[config.mk]
export PLATFORM = sky130hd
export DESIGN_NAME = tgn_tone_gen
export DESIGN_NICKNAME = d
export VERILOG_FILES = /design/src/rtl/tgn_pkg.sv /design/src/rtl/tgn_osc.sv /design/src/rtl/tgn_tone_gen.sv
export VERILOG_INCLUDE_DIRS = /design/src /design/src/rtl
export SDC_FILE = /design/constraint.sdc
export NUM_CORES = 2
export LEC_CHECK = 0
export ABC_AREA = 1
export BUFFER_PORTS_ARGS = -buffer_cell sky130_fd_sc_hd__buf_2
export CAP_MARGIN = 25
export CORE_ASPECT_RATIO = 0.5
export CORE_MARGIN = 5
export CORE_UTILIZATION = 30
export CTS_CLUSTER_SIZE = 30
export DETAILED_ROUTE_END_ITERATION = 8
export SLEW_MARGIN = 30
export SYNTH_ARGS = -nofsm -noshare
export SYNTH_HDL_FRONTEND = slang
export SYNTH_SLANG_ARGS = --single-unit
export TNS_END_PERCENT = 20
[constraint.sdc]
create_clock -name sys_clk -period 26.8 [get_ports sys_clk]
set_input_delay 5.36 -clock sys_clk [delete_from_list [all_inputs] [get_ports sys_clk]]
set_output_delay 5.36 -clock sys_clk [all_outputs]
set_load 0.02 [all_outputs]
[src/rtl/tgn_consts.svh]
// Register offsets, reset values, field positions and gain constants of the tone generator.
// Assumes it is included by bare name from files under rtl/ and sim/.
`ifndef TGN_CONSTS_SVH
`define TGN_CONSTS_SVH

// Register offsets on the byte-wide control port
`define TGN_OFS_LEFT_CTL 8'h47
`define TGN_OFS_RIGHT_CTL 8'h48
`define TGN_OFS_LEN_HI 8'h49
`define TGN_OFS_LEN_MID 8'h4a
`define TGN_OFS_LEN_LO 8'h4b
`define TGN_OFS_SIN_HI 8'h4c
`define TGN_OFS_SIN_LO 8'h4d
`define TGN_OFS_COS_HI 8'h4e
`define TGN_OFS_COS_LO 8'h4f

// Reset values
`define TGN_RST_LEFT_CTL 8'h00
`define TGN_RST_RIGHT_CTL 8'h00
`define TGN_RST_LEN_HI 8'h00
`define TGN_RST_LEN_MID 8'h00
`define TGN_RST_LEN_LO 8'hee
`define TGN_RST_SIN_HI 8'h10
`define TGN_RST_SIN_LO 8'hd8
`define TGN_RST_COS_HI 8'h7e
`define TGN_RST_COS_LO 8'he3
`define TGN_RST_ZERO8 8'h00

// Field positions
`define TGN_BIT_ENABLE 7
`define TGN_BIT_AUTO_TOUCH 6
`define TGN_VOL_HI 5
`define TGN_VOL_LO 0
`define TGN_LINK_HI 7
`define TGN_LINK_LO 6

// Volume link codes
`define TGN_LINK_LEFT_FROM_RIGHT 2'h1
`define TGN_LINK_RIGHT_FROM_LEFT 2'h2

// Playback processing block mode in which the tone may run
`define TGN_TONE_CAPABLE_PLAYBACK_BLOCK_MODE 5'h19

// Gain: code = 6*q + r; mantissa for r in Q1.14, then shifted right by q
`define TGN_STEPS_PER_OCTAVE 6'h06
`define TGN_GAIN_FRAC 14
`define TGN_GAIN_R0 15'h5092
`define TGN_GAIN_R1 15'h47cf
`define TGN_GAIN_R2 15'h4000
`define TGN_GAIN_R3 15'h390a
`define TGN_GAIN_R4 15'h32d6
`define TGN_GAIN_R5 15'h2d4f

// Oscillator
`define TGN_COEF_FRAC 15
`define TGN_OSC_COS_START 16'h7fff
`define TGN_OSC_SIN_START 16'h0000
`define TGN_SAMPLE_MAX 16'h7fff
`define TGN_SAMPLE_MIN 16'h8000
`define TGN_COUNT_ZERO 24'h000000
`define TGN_COUNT_ONE 24'h000001

`endif

[src/rtl/tgn_pkg.sv]
// Types shared by the tone generator top and its oscillator.
// Assumes the constants header is available to the including files.
package tgn_pkg;

    typedef struct packed {
        logic [7:0] left_ctl;
        logic [7:0] right_ctl;
        logic [7:0] len_hi;
        logic [7:0] len_mid;
        logic [7:0] len_lo;
        logic [7:0] sin_hi;
        logic [7:0] sin_lo;
        logic [7:0] cos_hi;
        logic [7:0] cos_lo;
    } tgn_regs_t;

    typedef struct packed {
        logic signed [15:0] left;
        logic signed [15:0] right;
        logic valid;
    } tgn_sample_t;

    typedef struct packed {
        logic signed [15:0] sine;
        logic signed [15:0] cosine;
        logic valid;
    } tgn_osc_state_t;

    typedef struct packed {
        tgn_regs_t regs;
        logic [23:0] remaining;
        logic running;
        tgn_sample_t out;
        logic [7:0] rdata;
        logic rvalid;
    } tgn_state_t;

endpackage

[src/rtl/tgn_osc.sv]
// Two-state recursive sine oscillator: rotates a (sine, cosine) pair by a fixed phase step.
// Assumes coefficients in Q1.15 and a one-cycle advance strobe from the same clock.
`timescale 1ns/100ps
`include "tgn_consts.svh"

module tgn_osc (
    // Clock and reset
    input wire logic sys_clk,
    input wire logic srst,
    // Control
    input wire logic restart,
    input wire logic advance,
    input wire logic signed [15:0] sin_coef,
    input wire logic signed [15:0] cos_coef,
    // Result
    output logic signed [15:0] sine,
    output logic sine_valid
);

    tgn_pkg::tgn_osc_state_t st_r;
    tgn_pkg::tgn_osc_state_t st_nxt;

    function automatic logic signed [15:0] clamp(input logic signed [32:0] acc);
        logic signed [32:0] shifted;
        shifted = acc >>> `TGN_COEF_FRAC;
        if (shifted > $signed({17'h00000, `TGN_SAMPLE_MAX})) begin
            clamp = `TGN_SAMPLE_MAX;
        end else if (shifted < $signed({17'h1ffff, `TGN_SAMPLE_MIN})) begin
            clamp = `TGN_SAMPLE_MIN;
        end else begin
            clamp = shifted[15:0];
        end
    endfunction

    always_comb begin
        logic signed [32:0] s_acc;
        logic signed [32:0] c_acc;
        s_acc = 33'(st_r.sine * cos_coef) + 33'(st_r.cosine * sin_coef);
        c_acc = 33'(st_r.cosine * cos_coef) - 33'(st_r.sine * sin_coef);
        st_nxt = st_r;
        st_nxt.valid = 1'b0;
        if (restart) begin
            st_nxt.sine = `TGN_OSC_SIN_START;
            st_nxt.cosine = `TGN_OSC_COS_START;
        end else if (advance) begin
            // Truncation makes the amplitude decay slowly, which keeps the pair from overflowing
            st_nxt.sine = clamp(s_acc);
            st_nxt.cosine = clamp(c_acc);
            st_nxt.valid = 1'b1;
        end
    end

    always_ff @(posedge sys_clk) begin
        if (srst) begin
            st_r <= '{sine: `TGN_OSC_SIN_START, cosine: `TGN_OSC_COS_START, valid: 1'b0};
        end else begin
            st_r <= st_nxt;
        end
    end

    assign sine = st_r.sine;
    assign sine_valid = st_r.valid;

endmodule

[src/rtl/tgn_tone_gen.sv]
// Beep tone generator: control registers, sample counter, volume linking and scaling.
// Assumes a byte-wide register port and a one-cycle DAC sample strobe, both on sys_clk.
`timescale 1ns/100ps
`include "tgn_consts.svh"

// Function
// - Link field 00/11 independent, 01 left takes right volume, 10 right takes left.
// - Right volume code 0 is +2 dB, each step 1 dB lower, down to -61 dB.
// - Tone runs only in the one tone-capable playback block mode.
// - Tone lasts exactly the programmed 24-bit number of DAC sample periods.
// - Length is high, middle, low byte at ascending addresses.
// - Sine and cosine coefficients are 16 bits, high byte then low byte.
// - Enable bit starts the tone; hardware clears it when the count elapses.
// - Left volume uses the same code mapping as the right volume.
// - Auto bit lets a pen touch start a tone while the codec clock runs.
module tgn_tone_gen (
    // Clock and reset
    input wire logic sys_clk,
    input wire logic srst,
    // Register port
    input wire logic [7:0] reg_addr,
    input wire logic [7:0] reg_wdata,
    input wire logic reg_wr,
    input wire logic reg_rd,
    output logic [7:0] reg_rdata,
    output logic reg_rvalid,
    // Playback path status
    input wire logic [4:0] dac_proc_mode,
    input wire logic dac_sample_tick,
    // Touch detection
    input wire logic pen_touch,
    input wire logic codec_source_clock_running,
    // Tone output
    output logic signed [15:0] tone_left,
    output logic signed [15:0] tone_right,
    output logic tone_valid,
    output logic tone_active
);

    tgn_pkg::tgn_state_t st_r;
    tgn_pkg::tgn_state_t st_nxt;

    logic signed [15:0] osc_sine;
    logic osc_valid;
    logic osc_restart;
    logic osc_advance;
    logic mode_ok;
    logic [23:0] length;
    logic signed [15:0] sin_coef;
    logic signed [15:0] cos_coef;
    logic [1:0] link;
    logic [5:0] left_code;
    logic [5:0] right_code;
    logic [5:0] eff_left_code;
    logic [5:0] eff_right_code;

    // Code = 6*q + r: one mantissa per dB within a six-step octave, then a shift per octave.
    // Six steps are 6.02 dB, so the highest codes sit up to about 0.2 dB off nominal.
    function automatic logic signed [15:0] scale(input logic signed [15:0] smp,
                                                 input logic [5:0] code);
        logic [5:0] q;
        logic [5:0] r;
        logic [14:0] mant;
        logic signed [32:0] prod;
        logic signed [32:0] shifted;
        q = code / `TGN_STEPS_PER_OCTAVE;
        r = code % `TGN_STEPS_PER_OCTAVE;
        case (r)
            6'h00: mant = `TGN_GAIN_R0;
            6'h01: mant = `TGN_GAIN_R1;
            6'h02: mant = `TGN_GAIN_R2;
            6'h03: mant = `TGN_GAIN_R3;
            6'h04: mant = `TGN_GAIN_R4;
            default: mant = `TGN_GAIN_R5;
        endcase
        prod = 33'(smp * $signed({1'b0, mant}));
        shifted = (prod >>> `TGN_GAIN_FRAC) >>> q;
        // The +2 dB and +1 dB codes can exceed full scale, so saturate
        if (shifted > $signed({17'h00000, `TGN_SAMPLE_MAX})) begin
            scale = `TGN_SAMPLE_MAX;
        end else if (shifted < $signed({17'h1ffff, `TGN_SAMPLE_MIN})) begin
            scale = `TGN_SAMPLE_MIN;
        end else begin
            scale = shifted[15:0];
        end
    endfunction

    assign length = {st_r.regs.len_hi, st_r.regs.len_mid, st_r.regs.len_lo};
    assign sin_coef = {st_r.regs.sin_hi, st_r.regs.sin_lo};
    assign cos_coef = {st_r.regs.cos_hi, st_r.regs.cos_lo};
    assign mode_ok = (dac_proc_mode == `TGN_TONE_CAPABLE_PLAYBACK_BLOCK_MODE);
    assign link = st_r.regs.right_ctl[`TGN_LINK_HI:`TGN_LINK_LO];
    assign left_code = st_r.regs.left_ctl[`TGN_VOL_HI:`TGN_VOL_LO];
    assign right_code = st_r.regs.right_ctl[`TGN_VOL_HI:`TGN_VOL_LO];

    always_comb begin
        eff_left_code = left_code;
        eff_right_code = right_code;
        if (link == `TGN_LINK_LEFT_FROM_RIGHT) begin
            eff_left_code = right_code;
        end else if (link == `TGN_LINK_RIGHT_FROM_LEFT) begin
            eff_right_code = left_code;
        end
    end

    always_comb begin
        logic start;
        logic sw_start;
        logic sw_stop;
        logic touch_start;
        logic finish;
        logic idle;
        start = 1'b0;
        sw_start = 1'b0;
        sw_stop = 1'b0;
        touch_start = 1'b0;
        finish = 1'b0;
        idle = !st_r.running;
        osc_restart = 1'b0;
        osc_advance = 1'b0;
        st_nxt = st_r;
        st_nxt.rvalid = 1'b0;
        st_nxt.out.valid = 1'b0;

        // Register writes
        if (reg_wr) begin
            if (reg_addr == `TGN_OFS_LEFT_CTL) begin
                st_nxt.regs.left_ctl = reg_wdata;
                sw_start = reg_wdata[`TGN_BIT_ENABLE] && idle;
                sw_stop = !reg_wdata[`TGN_BIT_ENABLE];
            end else if (reg_addr == `TGN_OFS_RIGHT_CTL) begin
                st_nxt.regs.right_ctl = reg_wdata;
            end else if (reg_addr == `TGN_OFS_LEN_HI) begin
                st_nxt.regs.len_hi = reg_wdata;
            end else if (reg_addr == `TGN_OFS_LEN_MID) begin
                st_nxt.regs.len_mid = reg_wdata;
            end else if (reg_addr == `TGN_OFS_LEN_LO) begin
                st_nxt.regs.len_lo = reg_wdata;
            end else if (reg_addr == `TGN_OFS_SIN_HI) begin
                st_nxt.regs.sin_hi = reg_wdata;
            end else if (reg_addr == `TGN_OFS_SIN_LO) begin
                st_nxt.regs.sin_lo = reg_wdata;
            end else if (reg_addr == `TGN_OFS_COS_HI) begin
                st_nxt.regs.cos_hi = reg_wdata;
            end else if (reg_addr == `TGN_OFS_COS_LO) begin
                st_nxt.regs.cos_lo = reg_wdata;
            end
        end

        // A touch only starts a tone from idle and never during a software write to the enable
        touch_start = idle && st_r.regs.left_ctl[`TGN_BIT_AUTO_TOUCH] && pen_touch
                      && codec_source_clock_running
                      && !(reg_wr && reg_addr == `TGN_OFS_LEFT_CTL);

        // Sample stepping; outside the capable mode the count holds and no sample is made
        if (st_r.running && !sw_stop && dac_sample_tick && mode_ok) begin
            osc_advance = 1'b1;
            st_nxt.remaining = st_r.remaining - `TGN_COUNT_ONE;
            finish = (st_r.remaining == `TGN_COUNT_ONE);
        end

        // A software set in the finishing cycle wins and starts a fresh tone;
        // the old tone's last sample is lost because the oscillator restarts
        sw_start = sw_start || (finish && reg_wr && reg_addr == `TGN_OFS_LEFT_CTL
                   && reg_wdata[`TGN_BIT_ENABLE]);
        start = sw_start || touch_start;

        if (start) begin
            osc_restart = 1'b1;
            st_nxt.remaining = length;
            st_nxt.running = (length != `TGN_COUNT_ZERO);
            st_nxt.regs.left_ctl[`TGN_BIT_ENABLE] = (length != `TGN_COUNT_ZERO);
        end else if (sw_stop) begin
            st_nxt.running = 1'b0;
            st_nxt.remaining = `TGN_COUNT_ZERO;
        end else if (finish) begin
            // Self-clear once the count runs out
            st_nxt.running = 1'b0;
            st_nxt.regs.left_ctl[`TGN_BIT_ENABLE] = 1'b0;
        end

        // Scale each new oscillator sample by the effective per-channel volume
        if (osc_valid) begin
            st_nxt.out.left = scale(osc_sine, eff_left_code);
            st_nxt.out.right = scale(osc_sine, eff_right_code);
            st_nxt.out.valid = 1'b1;
        end else if (!st_r.running) begin
            st_nxt.out.left = 16'h0000;
            st_nxt.out.right = 16'h0000;
        end

        // Register reads, answered one cycle later; unmapped offsets read as zero
        if (reg_rd) begin
            st_nxt.rvalid = 1'b1;
            if (reg_addr == `TGN_OFS_LEFT_CTL) begin
                st_nxt.rdata = st_r.regs.left_ctl;
            end else if (reg_addr == `TGN_OFS_RIGHT_CTL) begin
                st_nxt.rdata = st_r.regs.right_ctl;
            end else if (reg_addr == `TGN_OFS_LEN_HI) begin
                st_nxt.rdata = st_r.regs.len_hi;
            end else if (reg_addr == `TGN_OFS_LEN_MID) begin
                st_nxt.rdata = st_r.regs.len_mid;
            end else if (reg_addr == `TGN_OFS_LEN_LO) begin
                st_nxt.rdata = st_r.regs.len_lo;
            end else if (reg_addr == `TGN_OFS_SIN_HI) begin
                st_nxt.rdata = st_r.regs.sin_hi;
            end else if (reg_addr == `TGN_OFS_SIN_LO) begin
                st_nxt.rdata = st_r.regs.sin_lo;
            end else if (reg_addr == `TGN_OFS_COS_HI) begin
                st_nxt.rdata = st_r.regs.cos_hi;
            end else if (reg_addr == `TGN_OFS_COS_LO) begin
                st_nxt.rdata = st_r.regs.cos_lo;
            end else begin
                st_nxt.rdata = `TGN_RST_ZERO8;
            end
        end
    end

    always_ff @(posedge sys_clk) begin
        if (srst) begin
            st_r.regs.left_ctl <= `TGN_RST_LEFT_CTL;
            st_r.regs.right_ctl <= `TGN_RST_RIGHT_CTL;
            st_r.regs.len_hi <= `TGN_RST_LEN_HI;
            st_r.regs.len_mid <= `TGN_RST_LEN_MID;
            st_r.regs.len_lo <= `TGN_RST_LEN_LO;
            st_r.regs.sin_hi <= `TGN_RST_SIN_HI;
            st_r.regs.sin_lo <= `TGN_RST_SIN_LO;
            st_r.regs.cos_hi <= `TGN_RST_COS_HI;
            st_r.regs.cos_lo <= `TGN_RST_COS_LO;
            st_r.remaining <= `TGN_COUNT_ZERO;
            st_r.running <= 1'b0;
            st_r.out <= '0;
            st_r.rdata <= `TGN_RST_ZERO8;
            st_r.rvalid <= 1'b0;
        end else begin
            st_r <= st_nxt;
        end
    end

    // Coefficients follow the registers live, so software loads them before starting a tone
    tgn_osc u_osc (
        .sys_clk(sys_clk),
        .srst(srst),
        .restart(osc_restart),
        .advance(osc_advance),
        .sin_coef(sin_coef),
        .cos_coef(cos_coef),
        .sine(osc_sine),
        .sine_valid(osc_valid)
    );

    assign reg_rdata = st_r.rdata;
    assign reg_rvalid = st_r.rvalid;
    assign tone_left = st_r.out.left;
    assign tone_right = st_r.out.right;
    assign tone_valid = st_r.out.valid;
    assign tone_active = st_r.running;

endmodule

After elaboration in Yosys (flattened, before gate mapping)
Cells that the tools add are included.

word-level totals
  bits in registers = 172
  output and inout port bits = 43

operators by class
  $add $sub $neg = 3
  $mul = 6
  div/mod/pow operators = 4
  order comparisons = 8
  equality and inequality tests = 22
  shifts and indexed selects = 2
  mux-type cells = 62
  bitwise operators = 8
  reductions and logical operators = 33

operators by type and width
  kind                                                                            count
  16-bit by 16-bit multiplier with 32-bit output                                  6
  8-bit 2-to-1 mux                                                                19
  15-bit case mux with 5 select lines                                             2
  16-bit 2-to-1 mux                                                               9
  32-bit 2-to-1 mux                                                               3
  8-bit by 7-bit equality test with 1-bit output, second input constant           9
  24-bit 2-to-1 mux                                                               3
  72-bit 2-to-1 mux                                                               1
  33-bit by 16-bit > comparator with 1-bit output, second input constant          2
  33-bit by 16-bit less-than comparator with 1-bit output, second input constant  2
  18-bit by 6-bit >>> shifter with 33-bit output                                  2
  64-bit 2-to-1 mux                                                               1
  56-bit 2-to-1 mux                                                               1
  48-bit 2-to-1 mux                                                               1
  40-bit 2-to-1 mux                                                               1
  18-bit by 16-bit > comparator with 1-bit output, second input constant          2
  18-bit by 16-bit less-than comparator with 1-bit output, second input constant  2
  32-bit by 32-bit adder with 33-bit output                                       1
  32-bit by 32-bit subtractor with 33-bit output                                  1
  15-bit 2-to-1 mux                                                               2
  25-bit 2-to-1 mux                                                               1
  24-bit by 1-bit equality test with 1-bit output, second input constant          1
  6-bit by 2-bit equality test with 1-bit output, second input constant           4
  24-bit nonzero test                                                             1
  other kinds (27)                                                                71

Logic depth before layout (Yosys ltp)
  word-level depth = 15
  gate-level depth with buffers = 68

Cells and area by module
Synthesis repeated with hierarchy kept, for this count alone.

second synthesis, totals
  cell total of the unflattened synthesis = 9132
  area, all modules = 70742.8 um2

modules (own cells, without submodules)
  module        times used  cells each  area each (um2)  sequential area each (um2)
  tgn_osc       1           5463        43588.1          660.6
  tgn_tone_gen  1           3669        27154.8          2782.7

Worst setup path before layout
No wires, ideal clock.

  path type = flip-flop to flip-flop
  from = register st_r, in the netlist link[1]
  to = register st_r, in the netlist tone_left[2]
  library setup time = 0.112 ns
  arrival time = 10.261 ns
  data required time = 26.688 ns
  path slack = 16.426 ns
  cell stages (with the launch flop) = 58
  buffers on the path = 3
  clock period less this slack = 10.374 ns
  cell sequence = dfxtp_1 > inv_2 > nand2_4 > buf_6 > nand2_2 > o21ai_2 > nand2_2 > nand2_4 > nand2_1 > nand2_2 > inv_2 > ha_1 > inv_1 > nor3_1 > inv_2 > nand4_4 > or2_1 > nand2_1 > [22 not listed] > fa_1 > inv_1 > ha_1 > a21oi_1 > nor3_1 > a2111oi_0 > nand3_1 > nand3_1 > nand3_1 > nand2_1 > nand2_1 > nand2_1 > nand3_2 > nand3_2 > buf_6 > nand2_1 > nand2_1 > nand2_1

on the way
  word-level cells in the longest chain between the ends = 12

RTL lines
  element                                                                       line                 text
  start: declaration                                                            tgn_tone_gen.sv:40   tgn_pkg::tgn_state_t st_r;
  start signal: assignment                                                      tgn_tone_gen.sv:236  st_r <= st_nxt;
  2-bit by 1-bit equality test with 1-bit output (no source line) (*)           --
  6-bit 2-to-1 mux (*)                                                          tgn_tone_gen.sv:99   if (link == `TGN_LINK_LEFT_FROM_RIGHT) begin
  6-bit by 3-bit modulo with 6-bit output (no source line)                      --
  6-bit by 3-bit equality test with 1-bit output, or another cell as far along  tgn_tone_gen.sv:68   case (r)
  15-bit case mux with 5 select lines                                           tgn_tone_gen.sv:68
  15-bit 2-to-1 mux                                                             tgn_tone_gen.sv:183  if (osc_valid) begin
  16-bit by 16-bit multiplier with 32-bit output                                tgn_tone_gen.sv:76   prod = 33'(smp * $signed({1'b0, mant}));
  18-bit by 6-bit >>> shifter with 33-bit output (*)                            tgn_tone_gen.sv:77   shifted = (prod >>> `TGN_GAIN_FRAC) >>> q;
  33-bit by 16-bit less-than comparator with 1-bit output                       tgn_tone_gen.sv:81   end else if (shifted < $signed({17'h1ffff, `TGN_SAMPLE_MIN})) begin
  16-bit 2-to-1 mux                                                             tgn_tone_gen.sv:81
  16-bit 2-to-1 mux (*)                                                         tgn_tone_gen.sv:79   if (shifted > $signed({17'h00000, `TGN_SAMPLE_MAX})) begin
  32-bit 2-to-1 mux (*)                                                         tgn_tone_gen.sv:183

Every way passes the cells marked *; elsewhere a longest branch is shown, timed or not. The select of a mux whose other input is x is not followed.
A chain may end at the register's enable or synchronous reset.

Worst setup path in the final report
  from = register st_r, in the netlist link[1]
  to = register st_r, in the netlist tone_left[6]

Same word-level chain as after synthesis.

==> metrics.txt <==
outcome=finished, final reports clean; hold_buf cts=0; final instance area=0.0721 mm^2; die area=0.238 mm^2; CORE AREA=0.226 mm^2; CP max-delay cell=nand3_1; most frequent cell on the critical path=nand2_1; DR vias=51.6k; share of power burned in registers=0.305; most frequent cells in the layout=2,429 x inv_1, 1,872 x nand2_1, 1,622 x fa_1, 506 x ha_1, 341 x nor2_1; startpoint class of the critical path=flop; sequential area share after synthesis=0.0504; clock root buffer master=clkbuf_16; clk slew on worst S/H paths=0.09 ns; clk sink count=172; CTS tree=yes; initial antenna violation count=9; Post-CTS Setup Bufs=0; worst vdd ir=0.0509 mV; port bufs=70; Leakage=40.7 nW; Yosys reg bits=172; TNS Setup=0 ns; post-CTS resize count=0; final hold violation count=0; min-delay src=tone_left[6]; largest net degree at the start of global routing=64; initial cell density of the core=0.303; EDFF count, synth=0; worst skew pair latency=0.53 ns; vias per std cell=4.57; synthesized instance count=8,496; Sw Share=0.405; GRT Total Usage=0.161; CTS H-tree depth=4; syn avg cell area=8.04 um^2; syn nets=10.7k; Die H=347 um; hold crit path type=reg -> reg; maximum fanout along the worst path=22; final core utilization=0.320; Primary FF master, synth=dfxtp_1; Crit path required time=27.21 ns; Detailed Route WL=186,000 um; Post-synth ARST share=0; dpl cell area=0.0714 mm^2; total grt overflow=0; commonest non-fill, non-tap cell in the layout=inv_1; Slew @ Worst Pin=0.995 ns; Crit path arrival time=12.46 ns; area delta synth->final=5.62%; R2R Setup Slk=14.75 ns; Slew Viols, Final=0; clk_skew=0.0323 ns; largest stage delay on the critical path=0.67 ns; GP Congestion=0.940; clock share of power=0.351; DP Wirelength=152,000 um; Crit Path Class=reg -> reg; Slew Limit Headroom=0.336; post-route ant nets=0; share of cells above drive strength 1=0.0394; Worst Reg-to-Reg Cells=56; Pwr Density=11.7 mW/mm^2; WL/cell=16.5 um; Total Power=841 uW; R2R Path Start=link[1]; Psw=341 uW; Num CTS Buffers=17; P_int=500 uW; Hold Crit Depth=2; row count=123; R2R Path End=tone_left[6]; RSZ-0062 raised after global routing=no; Detailed Routing Iterations Pass 1=6; Synth cell types=60; post-synthesis cell area=0.0683 mm^2; max_cap viols=0; final setup vio count=0; DRC viols=0; vias in the first global route=54.5k; Tmin final=12.05 ns; Die X=685 um; WHS Endpoint=tone_left[6]; Crit. End Element=flop; DRT iter0 DRCs=3,653; worst-case clock buffer depth=2; fin nets=10.4k; Synth warnings=0; Fmax=0.0830 GHz; I/O pins=71; first-pass GRT wire length=306,000 um; Logic pwr share=0.344; ratio of final minimum period to clock period=0.450
==> layer usage <==
layer | share of wire | GRT usage | up-vias
met2 | 0.45 | 0.257 | 1563
met3 | 0.072 | 0.0249 | 176
met4 | 0.020 | 0.0323 | 4
met5 | 0.00016 | 0 | -
met1 | 0.46 | 0.231 | 25900
li1 | - | - | 23900
==> cell usage after synthesis (12+ instances only) <==
cell type	count	share of area
fa_1	1622	0.48
nand2_2	34	0.0031
dfxtp_1	172	0.050
clkbuf_1	307	0.017
o21ai_1	19	0.0014
ha_1	506	0.093
o21ai_0	172	0.013
a21oi_1	216	0.016
nand2_1	1873	0.10
buf_1	41	0.0023
clkinv_1	12	0.00066
xor2_1	54	0.0069
buf_4	41	0.0045
nor3_1	30	0.0022
o21a_1	15	0.0016
or2_2	15	0.0014
xnor2_1	63	0.0081
nor2_1	348	0.019
inv_2	12	0.00066
o211ai_1	34	0.0037
nor4_1	14	0.0013
nand4_1	35	0.0032
inv_1	2430	0.13
a31oi_1	28	0.0026
nand3_1	264	0.019
==> sequential cells by signal, summed over array words and instances (netlist names) <==
signal	cells
u_osc.st_r	16
tone_left	16
tone_right	16
u_osc.sine	16
cos_coef	16
sin_coef	16
link	2
u_osc.sine_valid	1
tone_active	1
length	24
reg_rdata	8
reg_rvalid	1
left_code	6
tone_valid	1
st_r	26
right_code	6
==> layout make-up <==
class / instances / area (um^2)
Antenna cell: 4 / 10.0
Multi-Input combinational cell: 5470 / 54000
Tap cell: 3000 / 3750
Timing Repair Buffer: 163 / 1050
Sequential cell: 172 / 3470
Clock inverter: 15 / 238
Inverter: 2454 / 9210
Fill cell: 23900 / 153000
Clock buffer: 17 / 425
==> worst max-delay path by stage <==
stage	start	depth (start not counted)	endpoint
after global placement	link[1]	56	tone_left[7]
after CTS	link[1]	57	tone_left[6]
after detailed placement	link[1]	56	tone_left[8]
after global routing	link[1]	56	tone_left[4]
final	link[1]	56	tone_left[6]
after floorplan	link[1]	57	tone_left[2]
==> power groups by stage <==
stage | registers (mW) | logic (mW) | clock network (mW)
final | 0.257 | 0.289 | 0.295
after floorplan | 0.262 | 0.206 | 0
after CTS | 0.257 | 0.289 | 0.303
after global routing | 0.257 | 0.329 | 0.312
after global placement | 0.263 | 0.284 | 0
after detailed placement | 0.263 | 0.287 | 0
==> per-stage QoR <==
step	hold WS, ns	worst slack (ns)	cells
2_1_floorplan	0.427	16.43	8496
3_3_place_gp	0.435	14.98	11300
3_5_place_dp	0.434	14.75	11300
4_1_cts	0.460	14.74	11300
5_1_grt	0.473	13.60	11300
6_report	0.456	14.75	11300
==> kinds of logic after synthesis <==
group                    share of synthesized area
AND/OR/NAND/NOR                              0.159
flip-flops                                  0.0504
AO/OA/AOI/OAI                               0.0477
XOR/XNOR                                    0.0150
buffers and inverters                        0.160
adder cells (fa/ha/maj)                      0.568
==> critical path, delay by kind of cell (launching register included) <==
kind	cells	cell delay, ns
AO/OA/AOI/OAI	5	1.26
adder cells (fa/ha/maj)	9	3.94
buffers and inverters	11	1.02
AND/OR/NAND/NOR	31	5.21
flip-flops	1	0.49
(Power assumes the default switching activity.)
